File: src/verilog/dac_ctl_pkg.sv
// package: shared types and constants for the dac control and zero flag logic
// assumes: one 125 MHz clock, 24-bit left-aligned samples from the audio path

package dac_ctl_pkg;

  typedef enum logic [1:0] {
    MODE_TWOWIRE    = 2'b00,
    MODE_PARALLEL   = 2'b01,
    MODE_SPI_ADDR_BIT_SIX_0 = 2'b10,
    MODE_SPI_ADDR_BIT_SIX_1 = 2'b11
  } iface_mode_e;

  typedef enum logic [1:0] {
    WL_16 = 2'b00,
    WL_20 = 2'b01,
    WL_24 = 2'b10,
    WL_32 = 2'b11
  } word_len_e;

  typedef enum logic [1:0] {
    RX_WORD = 2'b00,
    RX_BYTE = 2'b01,
    RX_DONE = 2'b10
  } rx_state_e;

  typedef struct packed {
    logic zero_combination_select;
    logic zero_polarity_invert;
    logic shared_pin_select;
    logic dac_operation_disable;
    logic dac_power_save;
  } ctl_cfg_s;

  typedef struct packed {
    logic [4:0] index;
    logic [7:0] data;
  } reg_write_s;

  localparam int          SAMPLE_W         = 24;
  localparam int          ZERO_RUN_PERIODS = 1024;
  localparam int          ZERO_CNT_W       = 11;
  localparam logic [3:0]  WORD_LAST_BIT    = 4'hf;
  localparam logic [3:0]  BYTE_LAST_BIT    = 4'h7;
  localparam logic [3:0]  MULTI_MAX_BYTES  = 4'h9;
  localparam logic [4:0]  REG_ZERO_CTL     = 5'h16;
  localparam logic [4:0]  REG_DAC_CTL      = 5'h12;
  localparam int          ZC_COMB_BIT      = 0;
  localparam int          ZC_POL_BIT       = 1;
  localparam int          ZC_SEL_BIT       = 2;
  localparam int          DC_OPDIS_BIT     = 7;
  localparam int          DC_PSAVE_BIT     = 6;
  localparam ctl_cfg_s    CFG_RESET        = ctl_cfg_s'(5'h01);
  localparam iface_mode_e MODE_RESET       = MODE_TWOWIRE;

  function automatic logic [SAMPLE_W-1:0] sample_mask(input word_len_e wl);
    case (wl)
      WL_16:   sample_mask = 24'hffff00;
      WL_20:   sample_mask = 24'hfffff0;
      WL_24:   sample_mask = 24'hffffff;
      default: sample_mask = 24'h000000;
    endcase
  endfunction

endpackage

File: src/verilog/dac_ctl_top.sv
// control port, mode latch, pin control, zero flags and analog mute status of a stereo dac
// assumes: pins are asynchronous; samples, strobe and clock status come from same-clock logic

`timescale 1ns/1ps
`default_nettype none

module dac_ctl_top (
  input  wire logic                             clk_in,
  input  wire logic                             rst_in,
  input  wire logic                             reset_pin_n_in,
  input  wire logic [1:0]                       mode_state_in,
  input  wire logic                             shared_pin21_in,
  input  wire logic                             shared_pin22_in,
  input  wire logic                             shared_pin23_in,
  input  wire logic                             shared_pin24_in,
  input  wire logic                             analog_mute_in,
  input  wire logic                             clock_halt_in,
  input  wire logic                             async_detect_in,
  input  wire logic                             sample_strobe_in,
  input  wire logic [dac_ctl_pkg::SAMPLE_W-1:0] left_sample_in,
  input  wire logic [dac_ctl_pkg::SAMPLE_W-1:0] right_sample_in,
  input  wire dac_ctl_pkg::word_len_e           word_len_in,
  output dac_ctl_pkg::iface_mode_e              iface_mode_out,
  output logic                                  auto_oversampling_out,
  output logic                                  twowire_enable_out,
  output logic [1:0]                            twowire_addr_out,
  output logic                                  deemphasis_enable_out,
  output logic                                  format_left_justified_out,
  output logic                                  reg_write_out,
  output dac_ctl_pkg::reg_write_s               reg_write_word_out,
  output dac_ctl_pkg::ctl_cfg_s                 cfg_out,
  output logic                                  dac_power_down_out,
  output logic                                  dac_output_center_out,
  output logic                                  analog_mute_status_out,
  output logic                                  zero_flag_one_out,
  output logic                                  zero_flags_valid_out,
  output logic                                  shared_pin_out,
  output logic                                  shared_pin_oe_out
);

  // pin synchroniser: stage one feeds only stage two
  localparam int PIN_W = 8;

  logic [PIN_W-1:0] pin_meta;
  logic [PIN_W-1:0] pin_sync;
  logic             sclk_prev;
  logic [1:0]       mode_s;
  logic             rst_pin_n_s;
  logic             ctl_serial_data_in;
  logic             ctl_serial_clock;
  logic             ctl_select_n;
  logic             addr_bit_five;
  logic             analog_mute_s;
  logic             int_rst;
  logic             latch_pending;
  logic             spi_mode;
  logic             parallel_mode;
  logic             sclk_rise;
  logic             rx_wr;
  logic             zero_left;
  logic             zero_right;
  logic             comb_b;
  logic             flag_one_raw;
  logic             flag_two_raw;
  logic             flag_one;
  logic             flag_two;
  logic             internal_mute;
  logic             pd_request;
  logic             zero_valid;
  logic [1:0]       addr_hi;
  dac_ctl_pkg::reg_write_s rx_word;

  always_ff @(posedge clk_in) begin
    if (rst_in) begin
      pin_meta  <= '0;
      pin_sync  <= '0;
      sclk_prev <= 1'b0;
    end else begin
      pin_meta  <= {reset_pin_n_in, mode_state_in, shared_pin21_in, shared_pin22_in,
                    shared_pin23_in, shared_pin24_in, analog_mute_in};
      pin_sync  <= pin_meta;
      sclk_prev <= ctl_serial_clock;
    end
  end

  assign rst_pin_n_s        = pin_sync[7];
  assign mode_s             = pin_sync[6:5];
  assign ctl_serial_data_in = pin_sync[4];
  assign ctl_serial_clock   = pin_sync[3];
  assign ctl_select_n       = pin_sync[2];
  assign addr_bit_five      = pin_sync[1];
  assign analog_mute_s      = pin_sync[0];

  // power-on or a low reset pin; registers and power state follow it
  assign int_rst = rst_in || !rst_pin_n_s;

  // mode latch: caught once on the first cycle after reset release
  always_ff @(posedge clk_in) begin
    if (rst_in) begin
      iface_mode_out <= dac_ctl_pkg::MODE_RESET;
      latch_pending  <= 1'b1;
    end else if (int_rst) begin
      latch_pending  <= 1'b1;
    end else if (latch_pending) begin
      iface_mode_out <= dac_ctl_pkg::iface_mode_e'(mode_s);
      latch_pending  <= 1'b0;
    end
  end

  assign parallel_mode = (iface_mode_out == dac_ctl_pkg::MODE_PARALLEL) && !latch_pending;
  assign spi_mode      = iface_mode_out[1] && !latch_pending;
  assign addr_hi       = {iface_mode_out[0], addr_bit_five};
  assign sclk_rise     = ctl_serial_clock && !sclk_prev;

  // pin function per latched mode; reserved inputs in parallel mode are ignored
  always_ff @(posedge clk_in) begin
    if (int_rst || latch_pending) begin
      auto_oversampling_out     <= 1'b0;
      twowire_enable_out        <= 1'b0;
      twowire_addr_out          <= 2'b00;
      deemphasis_enable_out     <= 1'b0;
      format_left_justified_out <= 1'b0;
    end else begin
      auto_oversampling_out     <= parallel_mode;
      twowire_enable_out        <= (iface_mode_out == dac_ctl_pkg::MODE_TWOWIRE);
      twowire_addr_out          <= (iface_mode_out == dac_ctl_pkg::MODE_TWOWIRE) ?
                                   {addr_bit_five, ctl_select_n} : 2'b00;
      deemphasis_enable_out     <= parallel_mode && ctl_serial_data_in;
      format_left_justified_out <= parallel_mode && ctl_serial_clock;
    end
  end

  // serial port runs on sampled pin edges only, no audio clock involved
  ctl_spi_rx u_rx (
    .clk_in       (clk_in),
    .rst_in       (int_rst),
    .enable_in    (spi_mode),
    .sel_n_in     (ctl_select_n),
    .sclk_rise_in (sclk_rise),
    .sdi_in       (ctl_serial_data_in),
    .addr_hi_in   (addr_hi),
    .wr_out       (rx_wr),
    .wr_word_out  (rx_word)
  );

  assign reg_write_out      = rx_wr;
  assign reg_write_word_out = rx_word;

  // control bits held locally; full map lives outside this block
  always_ff @(posedge clk_in) begin
    if (int_rst) begin
      cfg_out <= dac_ctl_pkg::CFG_RESET;
    end else if (rx_wr && rx_word.index == dac_ctl_pkg::REG_ZERO_CTL) begin
      cfg_out.zero_combination_select <= rx_word.data[dac_ctl_pkg::ZC_COMB_BIT];
      cfg_out.zero_polarity_invert    <= rx_word.data[dac_ctl_pkg::ZC_POL_BIT];
      cfg_out.shared_pin_select       <= rx_word.data[dac_ctl_pkg::ZC_SEL_BIT];
    end else if (rx_wr && rx_word.index == dac_ctl_pkg::REG_DAC_CTL) begin
      cfg_out.dac_operation_disable   <= rx_word.data[dac_ctl_pkg::DC_OPDIS_BIT];
      cfg_out.dac_power_save          <= rx_word.data[dac_ctl_pkg::DC_PSAVE_BIT];
    end
  end

  zero_detect u_zero_left (
    .clk_in      (clk_in),
    .rst_in      (int_rst),
    .strobe_in   (sample_strobe_in),
    .sample_in   (left_sample_in),
    .word_len_in (word_len_in),
    .zero_out    (zero_left)
  );

  zero_detect u_zero_right (
    .clk_in      (clk_in),
    .rst_in      (int_rst),
    .strobe_in   (sample_strobe_in),
    .sample_in   (right_sample_in),
    .word_len_in (word_len_in),
    .zero_out    (zero_right)
  );

  assign zero_valid   = (word_len_in != dac_ctl_pkg::WL_32);
  assign comb_b       = cfg_out.zero_combination_select && !parallel_mode;
  assign flag_one_raw = comb_b ? (zero_left || zero_right) : zero_left;
  assign flag_two_raw = comb_b ? (zero_left && zero_right) : zero_right;
  assign flag_one     = flag_one_raw ^ cfg_out.zero_polarity_invert;
  assign flag_two     = flag_two_raw ^ cfg_out.zero_polarity_invert;

  // internal mute causes; both channels zero counts as zero detect
  assign internal_mute = clock_halt_in || async_detect_in ||
                         (zero_left && zero_right) || cfg_out.dac_operation_disable;
  // power-save field is active low: low requests power-down
  assign pd_request    = cfg_out.dac_operation_disable || !cfg_out.dac_power_save;

  always_ff @(posedge clk_in) begin
    if (int_rst) begin
      dac_power_down_out     <= 1'b1;
      dac_output_center_out  <= 1'b1;
      analog_mute_status_out <= 1'b1;
    end else begin
      dac_power_down_out     <= analog_mute_s && pd_request;
      dac_output_center_out  <= !analog_mute_s || internal_mute || pd_request;
      analog_mute_status_out <= !internal_mute;
    end
  end

  // shared pin: flag two driven both ways, mute status as open drain pulling low
  always_ff @(posedge clk_in) begin
    if (int_rst) begin
      zero_flag_one_out    <= 1'b0;
      zero_flags_valid_out <= 1'b0;
      shared_pin_out       <= 1'b0;
      shared_pin_oe_out    <= 1'b1;
    end else begin
      zero_flag_one_out    <= flag_one;
      zero_flags_valid_out <= zero_valid;
      if (cfg_out.shared_pin_select) begin
        shared_pin_out    <= 1'b0;
        shared_pin_oe_out <= internal_mute;
      end else begin
        shared_pin_out    <= flag_two;
        shared_pin_oe_out <= 1'b1;
      end
    end
  end

  AST_MUTE_CENTER: assert property (@(posedge clk_in) disable iff (int_rst)
    !analog_mute_s |=> dac_output_center_out)
    else $error("mute input low did not center the output");

  AST_MUTE_PRIORITY: assert property (@(posedge clk_in) disable iff (int_rst)
    (!analog_mute_s && pd_request) |=> !dac_power_down_out && dac_output_center_out)
    else $error("power-down not overridden by mute input");

  AST_STATUS_LOW: assert property (@(posedge clk_in) disable iff (int_rst)
    (clock_halt_in || async_detect_in || cfg_out.dac_operation_disable) |=> !analog_mute_status_out)
    else $error("mute status not low during internal mute");

  AST_SHARED_DEFAULT: assert property (@(posedge clk_in) disable iff (rst_in)
    (int_rst ##1 !int_rst) |-> shared_pin_oe_out && shared_pin_out == 1'b0 && !cfg_out.shared_pin_select)
    else $error("shared pin not carrying flag two after reset");

  AST_SHARED_FLAG: assert property (@(posedge clk_in) disable iff (int_rst)
    !cfg_out.shared_pin_select |=> shared_pin_oe_out && shared_pin_out == $past(flag_two))
    else $error("shared pin does not follow flag two");

  AST_MODE_HOLD: assert property (@(posedge clk_in) disable iff (int_rst)
    (!latch_pending && $past(!latch_pending)) |-> $stable(iface_mode_out))
    else $error("mode changed outside reset release");

  AST_PAR_COMB_A: assert property (@(posedge clk_in) disable iff (int_rst)
    parallel_mode |=> zero_flag_one_out == $past(zero_left ^ cfg_out.zero_polarity_invert))
    else $error("parallel mode flag one not tied to left channel");

  AST_POWER_DOWN_RESET: assert property (@(posedge clk_in) disable iff (rst_in)
    !rst_pin_n_s |=> dac_power_down_out && cfg_out == dac_ctl_pkg::CFG_RESET)
    else $error("reset pin did not force power-down and defaults");

  AST_INVALID_32: assert property (@(posedge clk_in) disable iff (int_rst)
    (word_len_in == dac_ctl_pkg::WL_32)[*2] |=> !zero_flags_valid_out && !zero_left && !zero_right)
    else $error("zero flags valid with 32-bit words");

  AST_COMB_B: assert property (@(posedge clk_in) disable iff (int_rst)
    comb_b |=> zero_flag_one_out == $past((zero_left || zero_right) ^ cfg_out.zero_polarity_invert))
    else $error("combination b flag one wrong");

endmodule

`default_nettype wire

File: src/verilog/zero_detect.sv
// zero data detector for one channel
// assumes: strobe_in pulses once per word-clock period, same clock domain

`timescale 1ns/1ps
`default_nettype none

module zero_detect (
  input  wire logic                             clk_in,
  input  wire logic                             rst_in,
  input  wire logic                             strobe_in,
  input  wire logic [dac_ctl_pkg::SAMPLE_W-1:0] sample_in,
  input  wire dac_ctl_pkg::word_len_e           word_len_in,
  output logic                                  zero_out
);

  logic [dac_ctl_pkg::ZERO_CNT_W-1:0] run;
  logic                               bits_set;
  logic                               supported;

  assign bits_set  = |(sample_in & dac_ctl_pkg::sample_mask(word_len_in));
  assign supported = (word_len_in != dac_ctl_pkg::WL_32);

  always_ff @(posedge clk_in) begin
    if (rst_in || !supported) begin
      run      <= '0;
      zero_out <= 1'b0;
    end else if (strobe_in) begin
      if (bits_set) begin
        run      <= '0;
        zero_out <= 1'b0;
      end else if (run == dac_ctl_pkg::ZERO_CNT_W'(dac_ctl_pkg::ZERO_RUN_PERIODS - 1)) begin
        zero_out <= 1'b1;
      end else begin
        run <= run + 1'b1;
      end
    end
  end

  AST_ZERO_CLEAR: assert property (@(posedge clk_in) disable iff (rst_in)
    (strobe_in && bits_set) |=> !zero_out)
    else $error("zero flag not cleared by nonzero sample");

  AST_ZERO_SET: assert property (@(posedge clk_in) disable iff (rst_in)
    (supported && strobe_in && !bits_set && !zero_out &&
     run == dac_ctl_pkg::ZERO_CNT_W'(dac_ctl_pkg::ZERO_RUN_PERIODS - 1)) |=> zero_out)
    else $error("zero flag not set after full zero run");

  AST_ZERO_EARLY: assert property (@(posedge clk_in) disable iff (rst_in)
    ($rose(zero_out)) |-> $past(run) == dac_ctl_pkg::ZERO_CNT_W'(dac_ctl_pkg::ZERO_RUN_PERIODS - 1))
    else $error("zero flag set before full zero run");

endmodule

`default_nettype wire

File: src/verilog/ctl_spi_rx.sv
// three-wire control port receiver: 16-bit word then up to nine data bytes
// assumes: inputs already synchronised; sclk_rise_in is a one-cycle pulse

`timescale 1ns/1ps
`default_nettype none

module ctl_spi_rx (
  input  wire logic                    clk_in,
  input  wire logic                    rst_in,
  input  wire logic                    enable_in,
  input  wire logic                    sel_n_in,
  input  wire logic                    sclk_rise_in,
  input  wire logic                    sdi_in,
  input  wire logic [1:0]              addr_hi_in,
  output logic                         wr_out,
  output dac_ctl_pkg::reg_write_s      wr_word_out
);

  dac_ctl_pkg::rx_state_e  state;
  dac_ctl_pkg::reg_write_s pend;
  logic [14:0]             shift;
  logic [3:0]              bit_cnt;
  logic [3:0]              byte_cnt;
  logic                    pending;
  logic [15:0]             word;

  assign word = {shift, sdi_in};

  always_ff @(posedge clk_in) begin
    if (rst_in || !enable_in) begin
      state       <= dac_ctl_pkg::RX_WORD;
      shift       <= '0;
      bit_cnt     <= '0;
      byte_cnt    <= '0;
      pending     <= 1'b0;
      pend        <= '0;
      wr_out      <= 1'b0;
      wr_word_out <= '0;
    end else begin
      wr_out <= 1'b0;
      if (sel_n_in) begin
        // select high ends the frame and latches the held write
        state    <= dac_ctl_pkg::RX_WORD;
        bit_cnt  <= '0;
        byte_cnt <= '0;
        pending  <= 1'b0;
        if (pending) begin
          wr_out      <= 1'b1;
          wr_word_out <= pend;
        end
      end else if (sclk_rise_in) begin
        shift   <= word[14:0];
        bit_cnt <= bit_cnt + 1'b1;
        case (state)
          dac_ctl_pkg::RX_WORD: begin
            if (bit_cnt == dac_ctl_pkg::WORD_LAST_BIT) begin
              pending    <= !word[15] && (word[14:13] == addr_hi_in);
              pend.index <= word[12:8];
              pend.data  <= word[7:0];
              bit_cnt    <= '0;
              state      <= dac_ctl_pkg::RX_BYTE;
            end
          end
          dac_ctl_pkg::RX_BYTE: begin
            if (bit_cnt == dac_ctl_pkg::BYTE_LAST_BIT) begin
              bit_cnt <= '0;
              if (byte_cnt == dac_ctl_pkg::MULTI_MAX_BYTES - 1'b1) begin
                state <= dac_ctl_pkg::RX_DONE;
              end
              byte_cnt    <= byte_cnt + 1'b1;
              wr_out      <= pending;
              wr_word_out <= pend;
              pend.index  <= pend.index + 1'b1;
              pend.data   <= word[7:0];
            end
          end
          dac_ctl_pkg::RX_DONE: begin
            bit_cnt <= '0;
          end
          default: begin
            state <= dac_ctl_pkg::RX_WORD;
          end
        endcase
      end
    end
  end

  AST_RX_LATCH: assert property (@(posedge clk_in) disable iff (rst_in || !enable_in)
    (sel_n_in && pending) |=> (wr_out && wr_word_out == $past(pend)))
    else $error("held write not latched on select rise");

  AST_RX_INC: assert property (@(posedge clk_in) disable iff (rst_in || !enable_in)
    (!sel_n_in && sclk_rise_in && state == dac_ctl_pkg::RX_BYTE && bit_cnt == dac_ctl_pkg::BYTE_LAST_BIT &&
     pending) |=> (wr_out && pend.index == $past(pend.index) + 5'h01))
    else $error("multiple write address did not advance");

  AST_RX_NOMATCH: assert property (@(posedge clk_in) disable iff (rst_in || !enable_in)
    (!sel_n_in && sclk_rise_in && state == dac_ctl_pkg::RX_WORD && bit_cnt == dac_ctl_pkg::WORD_LAST_BIT &&
     (word[15] || word[14:13] != addr_hi_in)) |=> !pending)
    else $error("write accepted for foreign address");

endmodule

`default_nettype wire

File: config.mk
export PLATFORM = sky130hd
export DESIGN_NAME = dac_ctl_top
export DESIGN_NICKNAME = d
export VERILOG_FILES = /design/src/verilog/dac_ctl_pkg.sv /design/src/verilog/dac_ctl_top.sv /design/src/verilog/zero_detect.sv /design/src/verilog/ctl_spi_rx.sv
export SDC_FILE = /design/constraint.sdc
export NUM_CORES = 1
export LEC_CHECK = 0
export ABC_AREA = 1
export BUFFER_PORTS_ARGS = -buffer_cell sky130_fd_sc_hd__buf_2
export CELL_PAD_IN_SITES_DETAIL_PLACEMENT = 1
export CELL_PAD_IN_SITES_GLOBAL_PLACEMENT = 2
export CORE_AREA = 2 2 136 138
export CTS_CLUSTER_DIAMETER = 30
export DETAILED_ROUTE_END_ITERATION = 10
export DIE_AREA = 0 0 138 140
export GPL_TIMING_DRIVEN = 0
export PLACE_DENSITY_LB_ADDON = 0.1
export SYNTH_ARGS = -nofsm -noshare
export SYNTH_HDL_FRONTEND = slang
export SYNTH_HIERARCHICAL = 1
export SYNTH_SLANG_ARGS = --single-unit
export TNS_END_PERCENT = 5
File: constraint.sdc
create_clock -name clk_in -period 1.85 [get_ports clk_in]
set_input_delay 0.0925 -clock clk_in [delete_from_list [all_inputs] [get_ports clk_in]]
set_output_delay 0.0925 -clock clk_in [all_outputs]
set_load 0.05 [all_outputs]
[Yosys cells after proc, flatten, opt, wreduce, memory -nomap -nowiden]
Index checks and enable logic that the tools add are counted.
Word-level totals
  bits of input ports: 63
  output and inout port bits: 34
  register bits: 115
Cells by class
  muxes and demuxes: 32
  add/sub/neg operators: 5
  equal/unequal tests: 20
  bitwise gates (word level): 10
  reduce and logical (&&, ||, !) cells: 59
Operators by type and width (number)
  $mux W13: 7
  $pmux W24 S3: 1
  $and A24 B24 Y24: 2
  $reduce_or A24 Y1: 2
  $mux W11: 4
  $pmux W13 S2: 1
  $add A11 B1 Y11 const B: 2
  $eq A11 B10 Y1 const B: 2
  $reduce_and A2 Y1: 7
  $mux W1: 12
  $ne A2 B1 Y1 const B: 6
  $pmux W4 S3: 1
  $reduce_bool A2 Y1: 6
  $logic_and A1 B1 Y1: 11
  $logic_or A1 B1 Y1: 11
  $eq A5 B5 Y1 const B: 2
  $logic_not A1 Y1: 10
  $reduce_and A5 Y1: 2
  $add A4 B1 Y4 const B: 2
  $eq A4 B4 Y1 const B: 2
  $mux W4: 2
  $reduce_or A2 Y1: 4
  $eq A2 B1 Y1 const B: 3
  $logic_not A2 Y1: 3
  11 further kinds: 21

[Logic depth before layout (Yosys ltp)]
  word-level depth: 6
  gate-level depth with buffers: 12
  gate-level depth less buffers: 12

[Cells and area by module]
Netlist, hierarchy kept.
By module, submodules not included
  ctl_spi_rx: seq. area each 1061.0 µm², area each 2382.3 µm², times used 1, cells each 311
  zero_detect: seq. area each 240.2 µm², area each 887.1 µm², times used 2, cells each 141
  dac_ctl_top: seq. area each 760.7 µm², area each 1266.2 µm², times used 1, cells each 148

[Worst setup path after synthesis]
No wires, ideal clock.
  path type: register to register
  start point: reg iface_mode_out[1]
  end point: reg u_rx.pending
  arrival time: 1639 ps
  buffers on the path: 0
  stages on the path, launching flop included: 10
  data required time: 1792 ps
  slack: 153 ps
  period minus slack after synthesis: 1697 ps
  cells stage by stage: dfxtp_1 inv_1 nor2_1 inv_1 nor2_4 inv_2 nor2_2 inv_2 a21oi_1 o21a_1
Between the ends
  cells in the longest elaborated chain, start to end: 4
RTL lines
  start: declaration: line dac_ctl_top.sv:23  | output dac_ctl_pkg::iface_mode_e iface_mode_out,
  start signal: assignment: line dac_ctl_top.sv:100  | iface_mode_out <= dac_ctl_pkg::MODE_RESET;
  start signal: assignment: line dac_ctl_top.sv:105  | iface_mode_out <= dac_ctl_pkg::iface_mode_e'(mode_s);
  $logic_and A1 B1 Y1: line dac_ctl_top.sv:111  | assign spi_mode = iface_mode_out[1] && !latch_pending;
  net spi_mode: line dac_ctl_top.sv:56  | logic spi_mode;
  $logic_not A1 Y1: line ctl_spi_rx.sv:30  | if (rst_in || !enable_in) begin
  $logic_or A1 B1 Y1: line ctl_spi_rx.sv:30
  $reduce_or A2 Y1 (no line)
  end signal: assignment: line ctl_spi_rx.sv:57  | pending <= !word[15] && (word[14:13] == addr_hi_in);
  end: declaration: line ctl_spi_rx.sv:24  | logic pending;
The timed path passes the listed nets, and every way through them passes these cells.
A chain may end at the register's enable or synchronous reset.

[Worst setup path in the final report]
  start point: reg pin_sync[7]
  end point: reg u_rx.shift[8]
Between the ends
  cells in the longest elaborated chain, start to end: 3
RTL lines
  start: declaration: line dac_ctl_top.sv:45  | logic [PIN_W-1:0] pin_sync;
  start signal: assignment: line dac_ctl_top.sv:81  | pin_sync <= pin_meta;
  $logic_not A1 Y1: line dac_ctl_top.sv:95  | assign int_rst = rst_in || !rst_pin_n_s;
  $logic_or A1 B1 Y1: line dac_ctl_top.sv:95
  net int_rst: line dac_ctl_top.sv:54  | logic int_rst;
  $logic_or A1 B1 Y1: line ctl_spi_rx.sv:30
  end signal: assignment: line ctl_spi_rx.sv:52  | shift <= word[14:0];
  end: declaration: line ctl_spi_rx.sv:21  | logic [14:0] shift;
The timed path passes the listed nets, and every way through them passes these cells.

==> results.py <==
metrics = {
    "logic_synthesis": {
        "synth_cell_type_count": 41,
        "mean_post_synth_cell_area_sq_um": 7.32,
        "ys_warn_count": 6,
        "synth_area_leaders": "sky130_fd_sc_hd__dfxtp_1, sky130_fd_sc_hd__nand2_1, sky130_fd_sc_hd__nor2_1",
        "synthCells": 741,
        "synth_common_cells": "sky130_fd_sc_hd__nand2_1, sky130_fd_sc_hd__dfxtp_1, sky130_fd_sc_hd__nor2_1",
        "flop_and_latch_count_out_of_synthesis": 115,
        "synthesis.area_sq_um": 5420,
        "synth_top_family_by_area": "simple AND/OR/NAND/NOR gates",
        "synth_seq_area_share_pct": 42.5,
        "synth_xor_xnor_area_share_pct": 1.78,
        "synth_largest_type_area_fraction_pct": 42.5,
        "synth_most_common_cell": "sky130_fd_sc_hd__nand2_1",
        "simple_gate_fraction_of_synth_area_pct": 33.6,
        "synth.area.mux_share_pct": 0,
        "synth-edff-count": 0,
        "synth_compound_gate_area_share_pct": 10.3,
        "postSynthNetCount": 814,
        "most_used_flip_flop_cell_after_synthesis": "sky130_fd_sc_hd__dfxtp_1",
        "synth_adder_area_share_pct": 2.31,
        "async_flop_share_pct": 0,
        "synth_top_area_cell": "sky130_fd_sc_hd__dfxtp_1",
    },
    "detailed_routing": {
        "detail_route.iter0.violations": 156,
        "drt_drc_violations_left": 0,
        "routed_via_density": 4.53,
        "routed_wirelength_microns": 15100,
        "antenna_violating_nets_left": 0,
        "wire_per_inst_microns": 13.5,
        "drt_pass1_iterations": 4,
        "num_vias": 5063,
    },
    "sta": {
        "timing.fmax_ghz": 0.563,
        "final_period_minus_worst_setup_slack_ns": 1.78,
        "final.period_utilization_pct": 96.0,
        "slew_headroom_pct": 67.4,
        "drv_slew": 0,
        "setup_viol_count_final": 0,
        "final.setup_skew_ns": 0.0107,
        "grt_setup_unrepaired": "true",
        "worst-slew-pin-transition_ns": 0.489,
        "timing.setup.tns_ns": 0,
        "hold_viol_final": 0,
    },
    "global_routing": {
        "via_count_of_the_first_global_routing_pass": 5256,
        "grt_pass1_wl_microns": 25500,
        "groute.usage.overall_pct": 16.3,
        "grt_start_max_net_pins": 17,
        "grt_antenna_before_repair": 0,
        "globalRouteOverflowTotal": 0,
    },
    "placement": {
        "gp_congestion": 0.777,
        "post_dp_cell_area_sq_um": 6190,
        "io_buffer_count": 96,
        "dp.final_hpwl_microns": 11300,
        "dp.cells": 1066,
    },
    "clock_tree": {
        "clk_tree_root_cell": "sky130_fd_sc_hd__clkbuf_16",
        "cts_max_level": 4,
        "clock_path_buffers": 2,
        "cts_tree": "built",
        "number_of_clock_sinks": 115,
        "path_clk_slew_ns": 0.06,
        "numCtsBuffers": 17,
        "clk-insertion-delay-late_ns": 0.42,
    },
    "finish": {
        "share_of_cells_above_drive_strength_1_pct": 24.2,
        "fin_nets": 948,
        "antenna-diode-count": 0,
        "nFillCells": 2225,
        "syn_to_final_growth_pct": 29.1,
        "post-route-cell-area_sq_um": 7000,
        "finish.cell_count_without_fillers": 1117,
    },
    "flow_run": {
        "timing.max_cap.violations": 0,
    },
    "power": {
        "irDropWorstVdd_mv": 0.699,
        "totalPowerFinal_mw": 6.27,
        "power.leakage_nw": 2.93,
        "power.density_nw_per_um2": 895,
    },
    "die": {
        "die_w_microns": 138,
        "start_util_pct": 30.5,
        "core.rowCount": 49,
        "die_h_microns": 140,
        "die_area_sq_um": 19300,
        "core_sq_um": 17800,
        "floorplan.io_pins": 97,
    },
    "min_path": {
        "hold_path.class": "input port to register",
    },
    "worst_setup_path": {
        "worstSetupEndpointType": "register",
        "worst-setup-path-type": "register to register",
        "startpoint_type": "register",
        "worstPathArrival_ns": 2.13,
        "req_time_crit_path_ns": 2.21,
        "timing.critical_path.fanout_max": 12,
    },
    "status": {
        "run_status": "finished clean",
    },
}
==> metrics by stage <==
stage,hold slack (ns),worst slack (ns),util (%)
final,0.117,0.0737,39.4
after global routing,0.158,-0.0388,39.4
after CTS,0.119,0.00826,39.0
after detailed placement,0.310,-0.0906,34.8
after global placement,0.302,-0.0285,34.8
after floorplan,0.184,0.153,-
==> cells in the final DEF (no fill, tap or decap), types with 5 or more instances in the layout <==
master                          netlist  routed
sky130_fd_sc_hd__ha_1                10      10
sky130_fd_sc_hd__nor2_4               8       9
sky130_fd_sc_hd__nand2_4              6       6
sky130_fd_sc_hd__a21oi_2              9      10
sky130_fd_sc_hd__nand2_1            151     151
sky130_fd_sc_hd__nor2_2               6       5
sky130_fd_sc_hd__nand2_2             14      14
sky130_fd_sc_hd__inv_1              102     102
sky130_fd_sc_hd__a21oi_1             51      50
sky130_fd_sc_hd__o21ai_0             22      22
sky130_fd_sc_hd__buf_2                5     101
sky130_fd_sc_hd__nand4_1             10      10
sky130_fd_sc_hd__clkbuf_16            0      17
sky130_fd_sc_hd__nor3_1               5       5
sky130_fd_sc_hd__xor2_1               9       9
sky130_fd_sc_hd__dfxtp_1            115     115
sky130_fd_sc_hd__clkinvlp_4           0       5
sky130_fd_sc_hd__o21ai_1              6       6
sky130_fd_sc_hd__nand3_1             44      44
sky130_fd_sc_hd__inv_2                9       8
sky130_fd_sc_hd__dlygate4sd3_1        0      12
sky130_fd_sc_hd__buf_4                3      10
sky130_fd_sc_hd__nor2_1             115     115
==> what timing repair did <==
item                                    in CTS  in global routing
endpoints found under the setup margin       7                 16
hold buffers                                12                  0
gates resized for setup                      2                  2
hold endpoints to repair                    11                  0
pin swaps                                    1                  3
setup buffers                                0                  7
==> where the power goes <==
| part | switching (mW) | total (mW) | leakage [nW] | internal, mW |
|---|---|---|---|---|
| sequential | 0.0122 | 2.51 | 0.930 | 2.50 |
| clock | 1.20 | 3.48 | 0.294 | 2.28 |
| combinational | 0.160 | 0.279 | 1.71 | 0.118 |
| total | 1.37 | 6.27 | 2.93 | 4.89 |
==> worst max-delay path, cell delays in order (launching register included) <==
cell and delay (ns):
sky130_fd_sc_hd__dfxtp_1 0.31, sky130_fd_sc_hd__inv_1 0.04, sky130_fd_sc_hd__or2_1 0.25, sky130_fd_sc_hd__buf_6 0.18
sky130_fd_sc_hd__nor2_4 0.24, sky130_fd_sc_hd__clkbuf_1 0.41, sky130_fd_sc_hd__o21ai_0 0.16, sky130_fd_sc_hd__nor2_1 0.11
==> per-layer routing <==
layer,wire [microns],track usage (%)
met5,0,0
met4,215,6.18
met3,579,3.93
met2,7580,28.8
met1,6730,19.3
==> path summary, 6_finish.rpt <==
path                    startpoint                  to  slack (ns)  depth (start not counted)
setup / recovery       pin_sync[7]       u_rx/shift[8]        0.07                          7
setup reg to reg       pin_sync[7]       u_rx/shift[8]        0.07                          7
hold reg to reg        pin_meta[1]         pin_sync[1]        0.41                          2
hold / removal    sample_strobe_in  u_zero_left/run[6]        0.12                          4
==> cells by family (layout without fill, tap and decap cells) <==
logic type / count (synthesis) / in the layout
flops: 115 / 115
buf+inv: 127 / 274
fa+ha+maj: 10 / 10
compound gates: 97 / 97
xor+xnor: 11 / 11
simple gates: 381 / 381
==> layout make-up <==
class	count	area [sq um]	area share [%]
clock buffer	18	439	6.27
multi-input combinational	499	2610	37.3
buffer	15	93.8	1.34
sequential	115	2300	32.9
timing repair buffer	115	653	9.33
tap	229	287	4.09
clock inverter	14	186	2.66
inverter	112	428	6.11
==> state kept, by name, summed over array words and instances, names as in the netlist, 2 cells and up <==
name and flops:
iface_mode_out 2, u_zero_right/run 11, twowire_addr_out 2, u_rx/shift 15
u_zero_left/run 11, pin_meta 8, cfg_out 5, u_rx/pend 13
u_rx/bit_cnt 4, pin_sync 8, u_rx/wr_word_out 13, u_rx/byte_cnt 4
u_rx/state 2
No activity file was read; power rests on OpenSTA's default activity.
